==> src/cisb_pkg.sv <==
// Constants and types for the CAN ISP boot session block
package cisb_pkg;
  localparam logic [15:0] BOOT_ROM_ADDR    = 16'hf800;
  localparam logic [15:0] APP_ADDR         = 16'h0000;
  localparam logic [7:0]  FLASH_CTRL_HW    = 8'h00;
  localparam logic [7:0]  FLASH_CTRL_SW    = 8'h0f;
  localparam logic [7:0]  SBV_LIMIT        = 8'hf8;
  localparam logic [7:0]  AUTOBAUD_CODE    = 8'hff;
  localparam logic [7:0]  NODE_BROADCAST   = 8'hff;
  localparam logic [7:0]  BASE_MAX         = 8'h7f;
  localparam logic [7:0]  BASE_RESET       = 8'h00;
  localparam logic [7:0]  SESSION_OPEN     = 8'h01;
  localparam logic [7:0]  SESSION_CLOSED   = 8'h00;
  localparam logic [3:0]  SELECT_LEN       = 4'h1;
  localparam logic [3:0]  ANSWER_LEN       = 4'h2;
  localparam logic [3:0]  ERROR_LEN        = 4'h1;
  localparam logic [7:0]  BOOT_VERSION     = 8'h01;
  localparam logic [3:0]  NIB_SELECT       = 4'h0;
  localparam logic [3:0]  NIB_PROG_START   = 4'h1;
  localparam logic [3:0]  NIB_PROG_DATA    = 4'h2;
  localparam logic [3:0]  NIB_DISPLAY      = 4'h3;
  localparam logic [3:0]  NIB_WRITE_CMD    = 4'h4;
  localparam logic [3:0]  NIB_READ_CMD     = 4'h5;
  localparam logic [3:0]  NIB_ERROR        = 4'h6;
  localparam logic [7:0]  BASE_MASK        = 8'h7f;
  localparam logic [7:0]  CFG_DEFAULT      = 8'hff;
  localparam logic [7:0]  SBV_DEFAULT      = 8'hfc;
  localparam logic        FUSE_DEFAULT     = 1'b1;
  // Register port offsets
  localparam logic [3:0]  REG_BASE         = 4'h0;
  localparam logic [3:0]  REG_NODE         = 4'h1;
  localparam logic [3:0]  REG_EXTRA        = 4'h2;
  localparam logic [3:0]  REG_BT1          = 4'h3;
  localparam logic [3:0]  REG_BT2          = 4'h4;
  localparam logic [3:0]  REG_BT3          = 4'h5;
  localparam logic [3:0]  REG_SBV          = 4'h6;
  localparam logic [3:0]  REG_FUSE         = 4'h7;
  localparam logic [3:0]  REG_STATUS       = 4'h8;
  localparam logic [3:0]  REG_ERRSEND      = 4'h9;
  typedef enum logic [1:0] {
    CISB_SRC_APP,
    CISB_SRC_USER_BOOT,
    CISB_SRC_ROM_BOOT
  } cisb_src_t;
  typedef enum logic [1:0] {
    CISB_ST_IDLE,
    CISB_ST_ANSWER,
    CISB_ST_ERROR
  } cisb_state_t;
endpackage

==> src/cisb_core.sv <==
// Boot selection and CAN ISP session layer
`timescale 1ns/1ps
`default_nettype none
module cisb_core (
  input  wire logic        clock,
  input  wire logic        srst,
  input  wire logic        external_access_pin,
  input  wire logic        program_store_enable_pin,
  input  wire logic        reset_pin_n,
  input  wire logic [3:0]  reg_addr,
  input  wire logic [7:0]  reg_wdata,
  input  wire logic        reg_wr,
  input  wire logic        reg_rd,
  output logic      [7:0]  reg_rdata,
  input  wire logic        rx_valid,
  input  wire logic [10:0] rx_id,
  input  wire logic        rx_ide,
  input  wire logic        rx_rtr,
  input  wire logic [3:0]  rx_dlc,
  input  wire logic [7:0]  rx_data0,
  input  wire logic        timing_found,
  output logic             rx_ack_enable,
  output logic             tx_valid,
  output logic      [10:0] tx_id,
  output logic      [3:0]  tx_dlc,
  output logic      [7:0]  tx_data0,
  output logic      [7:0]  tx_data1,
  input  wire logic        tx_done,
  output logic             boot_rom_enable_bit,
  output logic      [15:0] start_address,
  output logic      [7:0]  flash_control_reg,
  output logic      [1:0]  boot_source,
  output logic             autobaud_mode,
  output logic      [7:0]  bit_timing_byte_one,
  output logic      [7:0]  bit_timing_byte_two,
  output logic      [7:0]  bit_timing_byte_three,
  output logic             session_open,
  output logic             command_pulse,
  output logic      [3:0]  command_nibble
);
  ////////////////////////////////////////////////////////////////////////////
  // Pin synchronisers
  logic [1:0] ea_sync;
  logic [1:0] program_store_enable_pin_sync;
  logic [1:0] rst_sync;
  logic       rst_prev;
  always_ff @(posedge clock) begin
    ea_sync   <= {ea_sync[0], external_access_pin};
    program_store_enable_pin_sync <= {program_store_enable_pin_sync[0], program_store_enable_pin};
    rst_sync  <= {rst_sync[0], reset_pin_n};
    rst_prev  <= rst_sync[1];
  end
  wire reset_fall = rst_prev & ~rst_sync[1];
  ////////////////////////////////////////////////////////////////////////////
  // Configuration bytes
  logic [7:0] identifier_base_byte;
  logic [7:0] node_number_byte;
  logic [7:0] extra_config_byte;
  logic [7:0] software_boot_vector;
  logic       boot_jump_fuse;
  logic       hw_condition;
  logic       boot_decided;
  always_ff @(posedge clock) begin
    if (srst) begin
      identifier_base_byte  <= cisb_pkg::BASE_RESET;
      node_number_byte      <= cisb_pkg::CFG_DEFAULT;
      extra_config_byte     <= cisb_pkg::CFG_DEFAULT;
      software_boot_vector  <= cisb_pkg::SBV_DEFAULT;
      boot_jump_fuse        <= cisb_pkg::FUSE_DEFAULT;
      bit_timing_byte_one   <= cisb_pkg::CFG_DEFAULT;
      bit_timing_byte_two   <= cisb_pkg::CFG_DEFAULT;
      bit_timing_byte_three <= cisb_pkg::CFG_DEFAULT;
    end else if (reg_wr) begin
      unique case (reg_addr)
        cisb_pkg::REG_BASE:  identifier_base_byte <= reg_wdata & cisb_pkg::BASE_MASK;
        cisb_pkg::REG_NODE:  node_number_byte <= reg_wdata;
        cisb_pkg::REG_EXTRA: extra_config_byte <= reg_wdata;
        cisb_pkg::REG_BT1:   bit_timing_byte_one <= reg_wdata;
        cisb_pkg::REG_BT2:   bit_timing_byte_two <= reg_wdata;
        cisb_pkg::REG_BT3:   bit_timing_byte_three <= reg_wdata;
        cisb_pkg::REG_SBV:   software_boot_vector <= reg_wdata;
        cisb_pkg::REG_FUSE:  boot_jump_fuse <= reg_wdata[0];
        default: ;
      endcase
    end
  end
  ////////////////////////////////////////////////////////////////////////////
  // Boot source selection, latched on reset pin falling edge
  always_ff @(posedge clock) begin
    if (srst) begin
      hw_condition        <= 1'b0;
      boot_decided        <= 1'b0;
      boot_rom_enable_bit <= 1'b0;
      start_address       <= cisb_pkg::APP_ADDR;
      flash_control_reg   <= cisb_pkg::FLASH_CTRL_HW;
      boot_source         <= cisb_pkg::CISB_SRC_APP;
    end else if (reset_fall) begin
      boot_decided        <= 1'b0;
      hw_condition        <= ea_sync[1] & ~program_store_enable_pin_sync[1];
      boot_rom_enable_bit <= ~boot_jump_fuse;
    end else if (!boot_decided) begin
      boot_decided <= 1'b1;
      if (hw_condition) begin
        boot_rom_enable_bit <= 1'b1;
        start_address       <= cisb_pkg::BOOT_ROM_ADDR;
        flash_control_reg   <= cisb_pkg::FLASH_CTRL_HW;
        boot_source         <= cisb_pkg::CISB_SRC_ROM_BOOT;
      end else if (boot_jump_fuse) begin
        boot_rom_enable_bit <= 1'b0;
        start_address       <= cisb_pkg::APP_ADDR;
        boot_source         <= cisb_pkg::CISB_SRC_APP;
      end else begin
        boot_rom_enable_bit <= 1'b1;
        start_address       <= cisb_pkg::BOOT_ROM_ADDR;
        flash_control_reg   <= cisb_pkg::FLASH_CTRL_SW;
        if (software_boot_vector < cisb_pkg::SBV_LIMIT) begin
          boot_source <= cisb_pkg::CISB_SRC_USER_BOOT;
        end else begin
          boot_source <= cisb_pkg::CISB_SRC_ROM_BOOT;
        end
      end
    end
  end
  ////////////////////////////////////////////////////////////////////////////
  // Bit timing source and acknowledge gating
  always_ff @(posedge clock) begin
    if (srst) begin
      autobaud_mode <= 1'b1;
      rx_ack_enable <= 1'b0;
    end else begin
      autobaud_mode <= (extra_config_byte == cisb_pkg::AUTOBAUD_CODE);
      rx_ack_enable <= (extra_config_byte != cisb_pkg::AUTOBAUD_CODE) | timing_found;
    end
  end
  ////////////////////////////////////////////////////////////////////////////
  // Frame decode
  wire frame_ok  = rx_valid & ~rx_ide & ~rx_rtr & rx_ack_enable;
  wire base_hit  = (rx_id[10:4] == identifier_base_byte[6:0]);
  wire is_select = frame_ok & base_hit & (rx_id[3:0] == cisb_pkg::NIB_SELECT)
                   & (rx_dlc == cisb_pkg::SELECT_LEN);
  wire is_cmd    = frame_ok & base_hit & (rx_id[3:0] >= cisb_pkg::NIB_PROG_START)
                   & (rx_id[3:0] <= cisb_pkg::NIB_READ_CMD);
  wire node_hit  = (rx_data0 == cisb_pkg::NODE_BROADCAST) | (rx_data0 == node_number_byte);
  logic          err_req;
  cisb_pkg::cisb_state_t state;
  ////////////////////////////////////////////////////////////////////////////
  // Session state and transmitter
  always_ff @(posedge clock) begin
    if (srst) begin
      state        <= cisb_pkg::CISB_ST_IDLE;
      session_open <= 1'b0;
      tx_valid     <= 1'b0;
      tx_id        <= 11'h000;
      tx_dlc       <= 4'h0;
      tx_data0     <= 8'h00;
      tx_data1     <= 8'h00;
    end else begin
      unique case (state)
        cisb_pkg::CISB_ST_IDLE: begin
          if (is_select && node_hit) begin
            session_open <= ~session_open;
            tx_valid     <= 1'b1;
            tx_id        <= {identifier_base_byte[6:0], cisb_pkg::NIB_SELECT};
            tx_dlc       <= cisb_pkg::ANSWER_LEN;
            tx_data0     <= cisb_pkg::BOOT_VERSION;
            tx_data1     <= session_open ? cisb_pkg::SESSION_CLOSED : cisb_pkg::SESSION_OPEN;
            state        <= cisb_pkg::CISB_ST_ANSWER;
          end else if (err_req && session_open) begin
            tx_valid <= 1'b1;
            tx_id    <= {identifier_base_byte[6:0], cisb_pkg::NIB_ERROR};
            tx_dlc   <= cisb_pkg::ERROR_LEN;
            tx_data0 <= 8'h00;
            tx_data1 <= 8'h00;
            state    <= cisb_pkg::CISB_ST_ERROR;
          end
        end
        cisb_pkg::CISB_ST_ANSWER, cisb_pkg::CISB_ST_ERROR: begin
          if (tx_done) begin
            tx_valid <= 1'b0;
            state    <= cisb_pkg::CISB_ST_IDLE;
          end
        end
        default: state <= cisb_pkg::CISB_ST_IDLE;
      endcase
    end
  end
  ////////////////////////////////////////////////////////////////////////////
  // Command hand-off, pulse only while a session is open, nibble captured on any command frame
  always_ff @(posedge clock) begin
    if (srst) begin
      command_pulse  <= 1'b0;
      command_nibble <= 4'h0;
    end else begin
      command_pulse  <= is_cmd & session_open;
      command_nibble <= is_cmd ? rx_id[3:0] : command_nibble;
    end
  end
  ////////////////////////////////////////////////////////////////////////////
  // Error send request, held until the transmitter takes it or the session is closed
  always_ff @(posedge clock) begin
    if (srst) begin
      err_req <= 1'b0;
    end else if (reg_wr && reg_addr == cisb_pkg::REG_ERRSEND) begin
      err_req <= 1'b1;
    end else if (state == cisb_pkg::CISB_ST_ERROR || !session_open) begin
      err_req <= 1'b0;
    end
  end
  ////////////////////////////////////////////////////////////////////////////
  // Register read port
  always_ff @(posedge clock) begin
    if (srst) begin
      reg_rdata <= 8'h00;
    end else if (reg_rd) begin
      unique case (reg_addr)
        cisb_pkg::REG_BASE:   reg_rdata <= identifier_base_byte;
        cisb_pkg::REG_NODE:   reg_rdata <= node_number_byte;
        cisb_pkg::REG_EXTRA:  reg_rdata <= extra_config_byte;
        cisb_pkg::REG_BT1:    reg_rdata <= bit_timing_byte_one;
        cisb_pkg::REG_BT2:    reg_rdata <= bit_timing_byte_two;
        cisb_pkg::REG_BT3:    reg_rdata <= bit_timing_byte_three;
        cisb_pkg::REG_SBV:    reg_rdata <= software_boot_vector;
        cisb_pkg::REG_FUSE:   reg_rdata <= {7'h00, boot_jump_fuse};
        cisb_pkg::REG_STATUS: reg_rdata <= {3'h0, boot_source, autobaud_mode, boot_rom_enable_bit, session_open};
        default:              reg_rdata <= 8'h00;
      endcase
    end else begin
      reg_rdata <= 8'h00;
    end
  end
  ////////////////////////////////////////////////////////////////////////////
  // Checks
  a_base_limit: assert property (@(posedge clock) disable iff (srst)
    identifier_base_byte <= cisb_pkg::BASE_MAX)
    else $error("base byte above limit");
  a_session_reset: assert property (@(posedge clock)
    srst |=> !session_open && !tx_valid)
    else $error("session not closed after reset");
  a_select_answer: assert property (@(posedge clock) disable iff (srst)
    (state == cisb_pkg::CISB_ST_IDLE && is_select && node_hit)
      |=> tx_valid && tx_dlc == cisb_pkg::ANSWER_LEN && tx_data1 == {7'h00, session_open})
    else $error("select answer wrong");
  a_node_filter: assert property (@(posedge clock) disable iff (srst)
    (is_select && !node_hit) |=> $stable(session_open))
    else $error("foreign node changed session");
  a_closed_ignore: assert property (@(posedge clock) disable iff (srst)
    !session_open |=> !command_pulse)
    else $error("command passed while closed");
  a_ack_gate: assert property (@(posedge clock) disable iff (srst)
    (extra_config_byte == cisb_pkg::AUTOBAUD_CODE && !timing_found) |=> !rx_ack_enable)
    else $error("ack during autobaud");
  a_hw_boot: assert property (@(posedge clock) disable iff (srst)
    (!boot_decided && !reset_fall && hw_condition)
      |=> boot_rom_enable_bit && start_address == cisb_pkg::BOOT_ROM_ADDR
          && flash_control_reg == cisb_pkg::FLASH_CTRL_HW)
    else $error("hardware boot not taken");
  a_fuse_app: assert property (@(posedge clock) disable iff (srst)
    (!boot_decided && !reset_fall && !hw_condition && boot_jump_fuse)
      |=> !boot_rom_enable_bit && start_address == cisb_pkg::APP_ADDR)
    else $error("application start wrong");
  a_sw_boot: assert property (@(posedge clock) disable iff (srst)
    (!boot_decided && !reset_fall && !hw_condition && !boot_jump_fuse)
      |=> boot_rom_enable_bit && start_address == cisb_pkg::BOOT_ROM_ADDR
          && flash_control_reg == cisb_pkg::FLASH_CTRL_SW)
    else $error("software boot path wrong");
  a_user_vector: assert property (@(posedge clock) disable iff (srst)
    (!boot_decided && !reset_fall && !hw_condition && !boot_jump_fuse
      && software_boot_vector < cisb_pkg::SBV_LIMIT) |=> boot_source == cisb_pkg::CISB_SRC_USER_BOOT)
    else $error("user loader not chosen");
  a_stored_timing: assert property (@(posedge clock) disable iff (srst)
    (extra_config_byte != cisb_pkg::AUTOBAUD_CODE) |=> !autobaud_mode)
    else $error("autobaud with stored timing");
  a_cmd_nibble: assert property (@(posedge clock) disable iff (srst)
    (is_cmd && session_open) |=> command_pulse && command_nibble == $past(rx_id[3:0]))
    else $error("command nibble lost");
  a_error_id: assert property (@(posedge clock) disable iff (srst)
    (tx_valid && tx_id[3:0] == cisb_pkg::NIB_ERROR) |-> state == cisb_pkg::CISB_ST_ERROR)
    else $error("error identifier misuse");
  c_open: cover property (@(posedge clock) disable iff (srst) $rose(session_open));
  c_close: cover property (@(posedge clock) disable iff (srst) $fell(session_open));
  c_user_boot: cover property (@(posedge clock) disable iff (srst)
    boot_source == cisb_pkg::CISB_SRC_USER_BOOT);
  c_command: cover property (@(posedge clock) disable iff (srst) command_pulse);
  c_error: cover property (@(posedge clock) disable iff (srst)
    state == cisb_pkg::CISB_ST_ERROR);
endmodule
`default_nettype wire

==> config.mk <==
export PLATFORM = sky130hd
export DESIGN_NAME = cisb_core
export DESIGN_NICKNAME = d
export VERILOG_FILES = /design/src/cisb_pkg.sv /design/src/cisb_core.sv
export SDC_FILE = /design/constraint.sdc
export NUM_CORES = 1
export LEC_CHECK = 0
export BUFFER_PORTS_ARGS = -buffer_cell sky130_fd_sc_hd__buf_4
export CAP_MARGIN = 0
export CORE_MARGIN = 2
export CORE_UTILIZATION = 55
export DETAILED_ROUTE_END_ITERATION = 10
export PLACE_DENSITY = 0.85
export SYNTH_ARGS = -nofsm -noshare
export SYNTH_HDL_FRONTEND = slang
export SYNTH_SLANG_ARGS = --single-unit
==> constraint.sdc <==
create_clock -name clock -period 3.6 [get_ports clock]
set_clock_uncertainty 0.1 [all_clocks]
set_input_delay 0.36 -clock clock [delete_from_list [all_inputs] [get_ports clock]]
set_output_delay 0.36 -clock clock [all_outputs]
set_load 0.01 [all_outputs]
-- Word level (Yosys, flattened, before mapping)
Index checks and enable logic that the tools add are counted.
- register bits after elaboration: 143
- output and inout port bits: 99
- bits of input ports: 47
- word-level logic and storage cells: 135
- equality and inequality tests: 21
- bitwise operators: 22
- mux-type cells: 31
- reduce and logical (&&, ||, !) cells: 27
- order comparisons: 3
- operators by type and width (operator ; count):
    one-hot mux 8 bit (9 select lines) ; 1
    2-to-1 mux 8 bit ; 5
    2-to-1 mux 16 bit ; 2
    AND reduction 2 bit ; 12
    2-to-1 mux 11 bit ; 2
    == test 4 x 3 -> 1 bit (second input constant) ; 4
    == test 8 bit (second input constant) ; 2
    2-to-1 mux 2 bit ; 6
    bitwise AND 1 bit ; 11
    2-to-1 mux 1 bit ; 11
    inverter 1 bit ; 9
    == test 4 x 1 -> 1 bit (second input constant) ; 2
    == test 4 x 2 -> 1 bit (second input constant) ; 2
    == test 4 bit (second input constant) ; 2
    == test 8 bit ; 1
    logical NOT 4 bit ; 2
    < comparator 8 bit (second input constant) ; 1
    2-to-1 mux 4 bit ; 2
    != test 8 bit (second input constant) ; 1
    == test 7 bit ; 1
    AND reduction 3 bit ; 2
    nonzero test 2 bit ; 3
    greater-or-equal comparator 4 x 1 -> 1 bit (second input constant) ; 1
    less-or-equal comparator 4 x 3 -> 1 bit (second input constant) ; 1
    other kinds (13) ; 18

-- Logic depth before layout (Yosys ltp)
Gate-level depths: netlist of the first run.
- depth after elaboration: 10
- depth in mapped cells: 7
- depth with buffers taken out: 7

-- Least setup slack after synthesis of the first run
OpenSTA, ideal clock, no wires.
- kind: in2reg
- from: in rx_id[3]
- to: reg tx_id[10]
- path slack: 1727 ps
- cell stages on the path: 5
- library setup time: 72 ps
- data arrival time: 1702 ps
- data required time: 3428 ps
- cell sequence: nor4b_4 > nand4_1 > or4_4 > o21ai_4 > mux2i_1
- longest elaborated chain between the ends: 6
- RTL lines (item ; RTL line ; text):
    start, declared ; cisb_core.sv:16 ; input wire logic [10:0] rx_id,
    logical NOT 4 bit (*) ; cisb_core.sv:139 ; wire is_select = frame_ok & base_hit & (rx_id[3:0] == cisb_pkg::NIB_SELECT)
    bitwise AND 1 bit (*) ; cisb_core.sv:139 ;
    bitwise AND 1 bit (*) ; cisb_core.sv:140 ; & (rx_dlc == cisb_pkg::SELECT_LEN);
    logical AND 1 bit (*) ; cisb_core.sv:160 ; if (is_select && node_hit) begin
    nonzero test 2 bit (no line) ; -- ;
    AND reduction 2 bit (no line) ; -- ;
    end signal, assigned ; cisb_core.sv:163 ; tx_id <= {identifier_base_byte[6:0], cisb_pkg::NIB_SELECT};
    end signal, assigned ; cisb_core.sv:170 ; tx_id <= {identifier_base_byte[6:0], cisb_pkg::NIB_ERROR};
    end, declared ; cisb_core.sv:24 ; output logic [10:0] tx_id,
Mark *: on every way between the ends. The rest lies on a longest branch, timed or not.
A chain may end at the register's enable or synchronous reset.

-- Worst setup path after layout of the first run
- from: reg state[0]
- to: reg tx_id[5]
- longest elaborated chain between the ends: 2
- RTL lines (item ; RTL line ; text):
    start, declared ; cisb_core.sv:145 ; cisb_pkg::cisb_state_t state;
    start signal, assigned ; cisb_core.sv:150 ; state <= cisb_pkg::CISB_ST_IDLE;
    start signal, assigned ; cisb_core.sv:167 ; state <= cisb_pkg::CISB_ST_ANSWER;
    start signal, assigned ; cisb_core.sv:174 ; state <= cisb_pkg::CISB_ST_ERROR;
    logical NOT 2 bit ; cisb_core.sv:158 ; unique case (state)
    AND reduction 2 bit (no line) ; -- ;
Every way passes these cells.

==> impl_metrics.env, run 1 <==
export IMPL_number_of_iterations_in_the_first_detailed_routing_pass=5
export IMPL_critPathRequiredTime_ns=3.80
export IMPL_timing_rr_end="tx_id[5]"
export IMPL_critical_path_startpoint_type="flip-flop"
export IMPL_fillers=659
export IMPL_synthesis_instances=529
export IMPL_cts_tree="done"
export IMPL_number_of_rows_in_the_core_area=33
export IMPL_cp_max_fo=11
export IMPL_yosys_area_share_simple_pct=21.7
export IMPL_power_static_leakage_nw=2.42
export IMPL_setup_total_negative_slack_ns=0
export IMPL_vdd_drop_max_mv=0.272
export IMPL_finalCritPeriodShare_pct=57.8
export IMPL_floorplan_die_height_um=97.2
export IMPL_max_slew_worst_pin_slew_ns=0.993
export IMPL_timing_setup_critical_path_class="reg -> reg"
export IMPL_gr_usage_all_layers_pct=25.7
export IMPL_status="complete, no violations"
export IMPL_proportion_of_layout_cells_with_a_drive_suffix_above_1_pct=22.7
export IMPL_synthToLayoutAreaGrowth_pct=19.2
export IMPL_post_dr_vias_cell=5.81
export IMPL_power_per_cell_area_mw_per_mm2=381
export IMPL_finalSetupViolCount=0
export IMPL_synth_lib_cells_used_distinct=61
export IMPL_fin_cells=730
export IMPL_post_place_cells=712
export IMPL_fp_dieArea_mm2=0.00944
export IMPL_drt_drc_violations_left=0
export IMPL_number_of_buffers_created_by_cts=9
export IMPL_holdCritPathClass="in -> reg"
export IMPL_cts_sink_count=100
export IMPL_use_met3_pct=5.68
export IMPL_endpoint_kind="flip-flop"
export IMPL_antenna_cells=0
export IMPL_clockRootBuffer="sky130_fd_sc_hd__clkbuf_8"
export IMPL_routed_via_count=4244
export IMPL_synthFlopType="sky130_fd_sc_hd__dfxtp_1"
export IMPL_post_synth_xor_area_fraction_pct=2.75
export IMPL_synth_compound_area_share_pct=8.68
export IMPL_htree_num_levels=3
export IMPL_netlist_area_pre_place_mm2=0.00477
export IMPL_post_synth_top_area_fraction_pct=41.9
export IMPL_use_met1_pct=33.4
export IMPL_initial_core_utilization_pct=57.5
export IMPL_cts_setup_buffers=0
export IMPL_first_global_vias=3955
export IMPL_grt_pass1_wl_um=19800
export IMPL_synth_top_family_by_area="simple AND/OR/NAND/NOR gates"
export IMPL_fin_area_mm2=0.00569
export IMPL_async_flop_share_pct=0
export IMPL_grt_busiest_layer="met2"
export IMPL_synth_seq_cells=100
export IMPL_clk_pin_slew_ns=0.10
export IMPL_most_common_layout_cells="sky130_fd_sc_hd__buf_4 (113), sky130_fd_sc_hd__dfxtp_1 (100), sky130_fd_sc_hd__nand2_1 (89), sky130_fd_sc_hd__mux2i_1 (60), sky130_fd_sc_hd__nor2_1 (34)"
export IMPL_gp_routability_congestion=0.956
export IMPL_post_drt_wl_per_cell_um=17.2
export IMPL_post_synth_fa_ha_maj_area_fraction_pct=0.524
export IMPL_maxCapViolCount=0
export IMPL_port_buffer_count=112
export IMPL_seq_area_frac_synth_pct=41.9
export IMPL_hpwlAfterDp_um=9060
export IMPL_r2r_start="state[0]"
export IMPL_hold_start="tx_done"
export IMPL_setup_reg_to_reg_worst_slack_ns=1.52
export IMPL_antenna_left=0
export IMPL_rsz_0062_raised_after_global_routing="false"
export IMPL_dpl_cell_area_mm2=0.00545
export IMPL_timing_max_transition_violations_final=0
export IMPL_layout_nets=670
export IMPL_layout_commonest_cell="sky130_fd_sc_hd__buf_4"
export IMPL_clock_fmax_mhz=480
export IMPL_synthesis_yosys_warnings=0
export IMPL_timing_hold_worst_endpoint="tx_valid"
export IMPL_layout_min_cycle_time_ns=2.08
export IMPL_reg2reg_depth=6
export IMPL_syn_area_per_cell_um2=9.02
export IMPL_grtUsageMet2_pct=42.0
export IMPL_detail_route_iter0_violations=381
export IMPL_hold_path_cell_count=2
export IMPL_io_pins=146
export IMPL_hold_viol_final=0
export IMPL_yosys_area_top_type="sky130_fd_sc_hd__dfxtp_1"
export IMPL_clkLatencyLatePin_ns=0.37
export IMPL_timing_slew_headroom_pct=33.4
export IMPL_synth_area_mux_share_pct=14.7
export IMPL_synth_edff_count=0
export IMPL_largest_net_degree_at_the_start_of_global_routing=70
export IMPL_fp_dieW_um=97.2
export IMPL_cts_max_path_buffers=2
export IMPL_global_route_overflow_total=0
export IMPL_synthTopCellsByArea="sky130_fd_sc_hd__dfxtp_1 (42%), sky130_fd_sc_hd__mux2i_1 (13%), sky130_fd_sc_hd__nand2_1 (7.0%), sky130_fd_sc_hd__buf_4 (6.8%), sky130_fd_sc_hd__xnor2_1 (2.8%)"
export IMPL_worst_ep_arrival_time_ns=2.29
export IMPL_routed_wl_um=12500
export IMPL_fp_coreArea_mm2=0.00830
export IMPL_grt_antenna_before_repair=0
[Yosys cell counts (all sizes together), types with 4 or more instances]
cell,instances
mux4,4
nor3b,4
nor3,9
nand2,89
buf,51
nor2b,9
mux2i,60
xnor2,15
nor2,37
dfxtp,100
nand4,11
o211ai,4
nand2b,8
nand3,23
clkbuf,16
inv,8
o21ai,11
and2,4
a21oi,14
[area by class of cell]
cell class,count,area (um^2),share of cell area (%)
clock inverters,5,86.3,1.52
multi-input cells,385,2430,42.7
inverters,9,33.8,0.594
clock buffers,10,128,2.24
well taps,105,131,2.31
flip-flops and latches,100,2000,35.2
repair buffers,116,878,15.4
[stage by stage]
step	setup WS (ns)	hold slack [ns]	power (mW)	utilization (%)
after global routing	1.41	0.124	2.23	68.6
after detailed placement	1.39	0.212	1.40	65.6
after global placement	1.45	0.210	1.40	65.6
final	1.52	0.110	2.17	68.6
after floorplan	1.73	0.210	1.33	-
after CTS	1.55	0.101	2.17	68.6
[power breakdown]
part,internal [mW],total (mW),leakage [nW],switching (mW)
clock network,0.393,0.785,0.107,0.392
logic,0.103,0.241,1.50,0.137
registers,1.13,1.14,0.813,0.0180
[routing by layer]
metal	wire length [um]	part of all wire, %
met3	1250	10
met2	5840	47
met5	0	0
met4	362	2.9
met1	5070	41
[worst max-delay path, cell delays in order (launching register included)]
cell                      delay, ns
sky130_fd_sc_hd__dfxtp_1       0.31
sky130_fd_sc_hd__inv_1         0.09
sky130_fd_sc_hd__ha_1          0.40
sky130_fd_sc_hd__nand3_1       0.13
sky130_fd_sc_hd__or4_4         0.45
sky130_fd_sc_hd__o21ai_4       0.32
sky130_fd_sc_hd__mux2i_1       0.23
[worst max path at each step]
| stage | start | end | slack, ns | cells past startpoint |
|---|---|---|---|---|
| after global placement | reg_addr[2] | bit_timing_byte_two[4] | 1.45 | 5 |
| after global routing | state[0] | tx_id[7] | 1.41 | 6 |
| after detailed placement | reg_addr[2] | bit_timing_byte_two[3] | 1.39 | 5 |
| after floorplan | rx_id[3] | tx_id[10] | 1.73 | 5 |
| final | state[0] | tx_id[5] | 1.52 | 6 |
| after CTS | state[0] | tx_id[5] | 1.55 | 6 |
[kinds of logic after synthesis]
group	Yosys count
adders and majority gates	2
other	1
muxes	65
buffers and inverters	76
xor gates and xnor gates	15
DFF	100
AOI/OAI and AO/OA	59
and+or+nand+nor	211
[repair_timing]
action                    in CTS  in global routing
gates resized for setup        0                  0
hold buffers                   3                  0
hold endpoints to repair       3                  0
(Power assumes the default switching activity.)
==> inputs of run 2 (changes only) <==
--- a/config.mk
+++ b/config.mk
@@ -8,9 +8,9 @@
 export BUFFER_PORTS_ARGS = -buffer_cell sky130_fd_sc_hd__buf_4
 export CAP_MARGIN = 0
 export CORE_MARGIN = 2
-export CORE_UTILIZATION = 55
+export CORE_UTILIZATION = 52
 export DETAILED_ROUTE_END_ITERATION = 10
-export PLACE_DENSITY = 0.85
+export PLACE_DENSITY = 0.81
 export SYNTH_ARGS = -nofsm -noshare
 export SYNTH_HDL_FRONTEND = slang
 export SYNTH_SLANG_ARGS = --single-unit
==> constraint.sdc (replaced) <==
create_clock -name clock -period 2.2 [get_ports clock]
set_clock_uncertainty 0.1 [all_clocks]
set_input_delay 0.22 -clock clock [delete_from_list [all_inputs] [get_ports clock]]
set_output_delay 0.22 -clock clock [all_outputs]
set_load 0.01 [all_outputs]
==> run 2 against run 1 <==
Effect of this change: non-clock buffer count is 17 higher; final cell count increased by 2.9%; clock power up 54%; wire length up 2.0%; global-route usage shrank 0.13 points; critical endpoint is now tx_id[6]; largest cell class unchanged.
==> impl_metrics.env, run 2 (synthesis results as in run 1) <==
export IMPL_post_route_util_pct=66.1
export IMPL_power_combinational_fraction_pct=11.9
export IMPL_timing_setup_critical_path_class="in -> reg"
export IMPL_status="complete, no violations"
export IMPL_critical_path_top_delay_family="simple AND/OR/NAND/NOR gates"
export IMPL_number_of_buffers_created_by_cts=9
export IMPL_fp_dieArea_mm2=0.00996
export IMPL_net_sw_share_pct=26.4
export IMPL_number_of_iterations_in_the_first_detailed_routing_pass=5
export IMPL_dpl_cell_area_mm2=0.00555
export IMPL_vdd_drop_max_mv=0.527
export IMPL_holdCritPathClass="in -> reg"
export IMPL_post_drt_wl_per_cell_um=17.0
export IMPL_hpwlAfterDp_um=9430
export IMPL_fin_area_mm2=0.00582
export IMPL_cts_tree="done"
export IMPL_gr_usage_all_layers_pct=25.6
export IMPL_most_common_layout_cells="sky130_fd_sc_hd__buf_4 (127), sky130_fd_sc_hd__dfxtp_1 (100), sky130_fd_sc_hd__nand2_1 (89), sky130_fd_sc_hd__mux2i_1 (60), sky130_fd_sc_hd__nor2_1 (34)"
export IMPL_largest_net_degree_at_the_start_of_global_routing=51
export IMPL_power_share_clock_pct=34.6
export IMPL_htree_num_levels=3
export IMPL_layout_min_cycle_time_ns=2.10
export IMPL_post_dr_vias_cell=5.62
export IMPL_critPathRequiredTime_ns=2.39
export IMPL_fp_dieW_um=99.8
export IMPL_layout_commonest_cell="sky130_fd_sc_hd__buf_4"
export IMPL_gp_routability_congestion=0.936
export IMPL_fp_coreArea_mm2=0.00881
export IMPL_cts_sink_count=100
export IMPL_io_pins=146
export IMPL_worst_path_max_delay_cell="sky130_fd_sc_hd__dlygate4sd3_1"
export IMPL_layout_nets=687
export IMPL_power_per_cell_area_mw_per_mm2=601
export IMPL_detail_route_iter0_violations=310
export IMPL_routed_via_count=4217
export IMPL_power_static_leakage_nw=2.50
export IMPL_clock_fmax_mhz=477
export IMPL_grt_pass1_wl_um=20000
export IMPL_hold_viol_final=0
export IMPL_seq_power_share_pct=53.5
export IMPL_routed_wl_um=12800
export IMPL_critical_path_cell_chain="dlygate4sd3_1 > buf_4 > nor3_1 > nand3_1 > or4_4 > o21ai_4 > mux2i_1"
export IMPL_finalSetupViolCount=0
export IMPL_finalCritPeriodShare_pct=95.3
export IMPL_cp_buffers_inverters=2
export IMPL_clkLatencyLatePin_ns=0.36
export IMPL_proportion_of_layout_cells_with_a_drive_suffix_above_1_pct=24.6
export IMPL_totalPowerFinal_mw=3.50
export IMPL_cp_max_fo=7
export IMPL_cts_max_path_buffers=2
export IMPL_floorplan_die_height_um=99.8
export IMPL_grt_antenna_before_repair=0
export IMPL_max_stage_delay_ns=0.54
export IMPL_global_route_overflow_total=0
export IMPL_timing_max_transition_violations_final=0
export IMPL_number_of_rows_in_the_core_area=34
export IMPL_max_slew_worst_pin_slew_ns=0.547
export IMPL_synthToLayoutAreaGrowth_pct=21.9
export IMPL_post_cts_resize_count=0
export IMPL_drt_drc_violations_left=0
export IMPL_antenna_left=0
export IMPL_setup_total_negative_slack_ns=0
export IMPL_maxCapViolCount=0
export IMPL_worst_ep_arrival_time_ns=2.28
export IMPL_switchingPower_mw=0.924
export IMPL_fillers=720
export IMPL_post_place_cells=729
export IMPL_clk_pin_slew_ns=0.10
export IMPL_rsz_0062_raised_after_global_routing="false"
export IMPL_clockRootBuffer="sky130_fd_sc_hd__clkbuf_8"
export IMPL_initial_core_utilization_pct=54.2
export IMPL_internal_power_mw=2.57
export IMPL_endpoint_kind="flip-flop"
export IMPL_port_buffer_count=112
export IMPL_timing_slew_headroom_pct=63.4
export IMPL_setup_reg_to_reg_worst_slack_ns=0.19
export IMPL_critical_path_startpoint_type="input pin"
export IMPL_first_global_vias=3931
export IMPL_antenna_cells=0
export IMPL_fin_cells=751
run 2: changes by cell type in the layout (fill, tap and decap cells not counted):
cell | previous run | this run
sky130_fd_sc_hd__bufinv_16 | 2 | 1
sky130_fd_sc_hd__clkinv_2 | 0 | 1
sky130_fd_sc_hd__clkinv_4 | 2 | 1
sky130_fd_sc_hd__buf_4 | 113 | 127
sky130_fd_sc_hd__clkbuf_1 | 1 | 0
sky130_fd_sc_hd__inv_8 | 0 | 1
sky130_fd_sc_hd__inv_6 | 1 | 3
sky130_fd_sc_hd__dlygate4sd3_1 | 3 | 6
run 2: worst register-to-register path, cell delays in order, from the launching register on:
cell and delay (ns):
sky130_fd_sc_hd__dfxtp_1 0.36, sky130_fd_sc_hd__xnor2_1 0.29, sky130_fd_sc_hd__nand4_1 0.14, sky130_fd_sc_hd__or4_4 0.51
sky130_fd_sc_hd__o21ai_4 0.31, sky130_fd_sc_hd__mux2i_1 0.23
run 2: power by group through the flow:
stage                     Combinational, mW  Clock, mW  Sequential, mW
after floorplan                       0.269          0            1.91
after global placement                0.391          0            1.91
after detailed placement              0.398          0            1.91
after CTS                             0.408       1.23            1.87
after global routing                  0.445       1.30            1.88
final                                 0.415       1.21            1.87
run 2: final timing paths:
check	from	endpoint	cells past startpoint
worst max-delay path	rx_id[0]	tx_id[6]	7
worst min-delay path	rx_id[1]	command_nibble[1]	3
worst max register to register	identifier_base_byte[2]	tx_id[6]	5
worst min register to register	rst_sync[0]	rst_sync[1]	0
run 2: area by class of cell:
cell class / instances / area, um^2 / share of cell area, %
flip-flops and latches: 100 / 2000 / 34.4
clock inverters: 7 / 81.3 / 1.40
well taps: 108 / 135 / 2.32
inverters: 9 / 33.8 / 0.581
repair buffers: 133 / 1010 / 17.4
clock buffers: 9 / 124 / 2.13
multi-input cells: 385 / 2430 / 41.8
run 2: timing repair:
| item | CTS | global route |
|---|---|---|
| endpoints found under the hold margin | 5 | 1 |
| setup buffers | 0 | 0 |
| endpoints found under the setup margin | 0 | 0 |
| hold buffers | 5 | 1 |
run 2: per-stage QoR:
step                setup WS, ns  hold WS (ns)
global route              0.0234        0.0178
global placement           0.248         0.210
floorplan                  0.431         0.148
finish                     0.103        0.0118
detailed placement         0.157         0.215
CTS                        0.120       0.00275
run 2: routing by layer:
layer | vias to the layer above | GRT usage, % | share of wire, %
met4 | 0 | 8.32 | 2.3
met5 | - | 0 | 0
met1 | 1984 | 32.6 | 41
li1 | 1987 | - | -
met2 | 224 | 43.9 | 48
met3 | 22 | 4.87 | 8.4
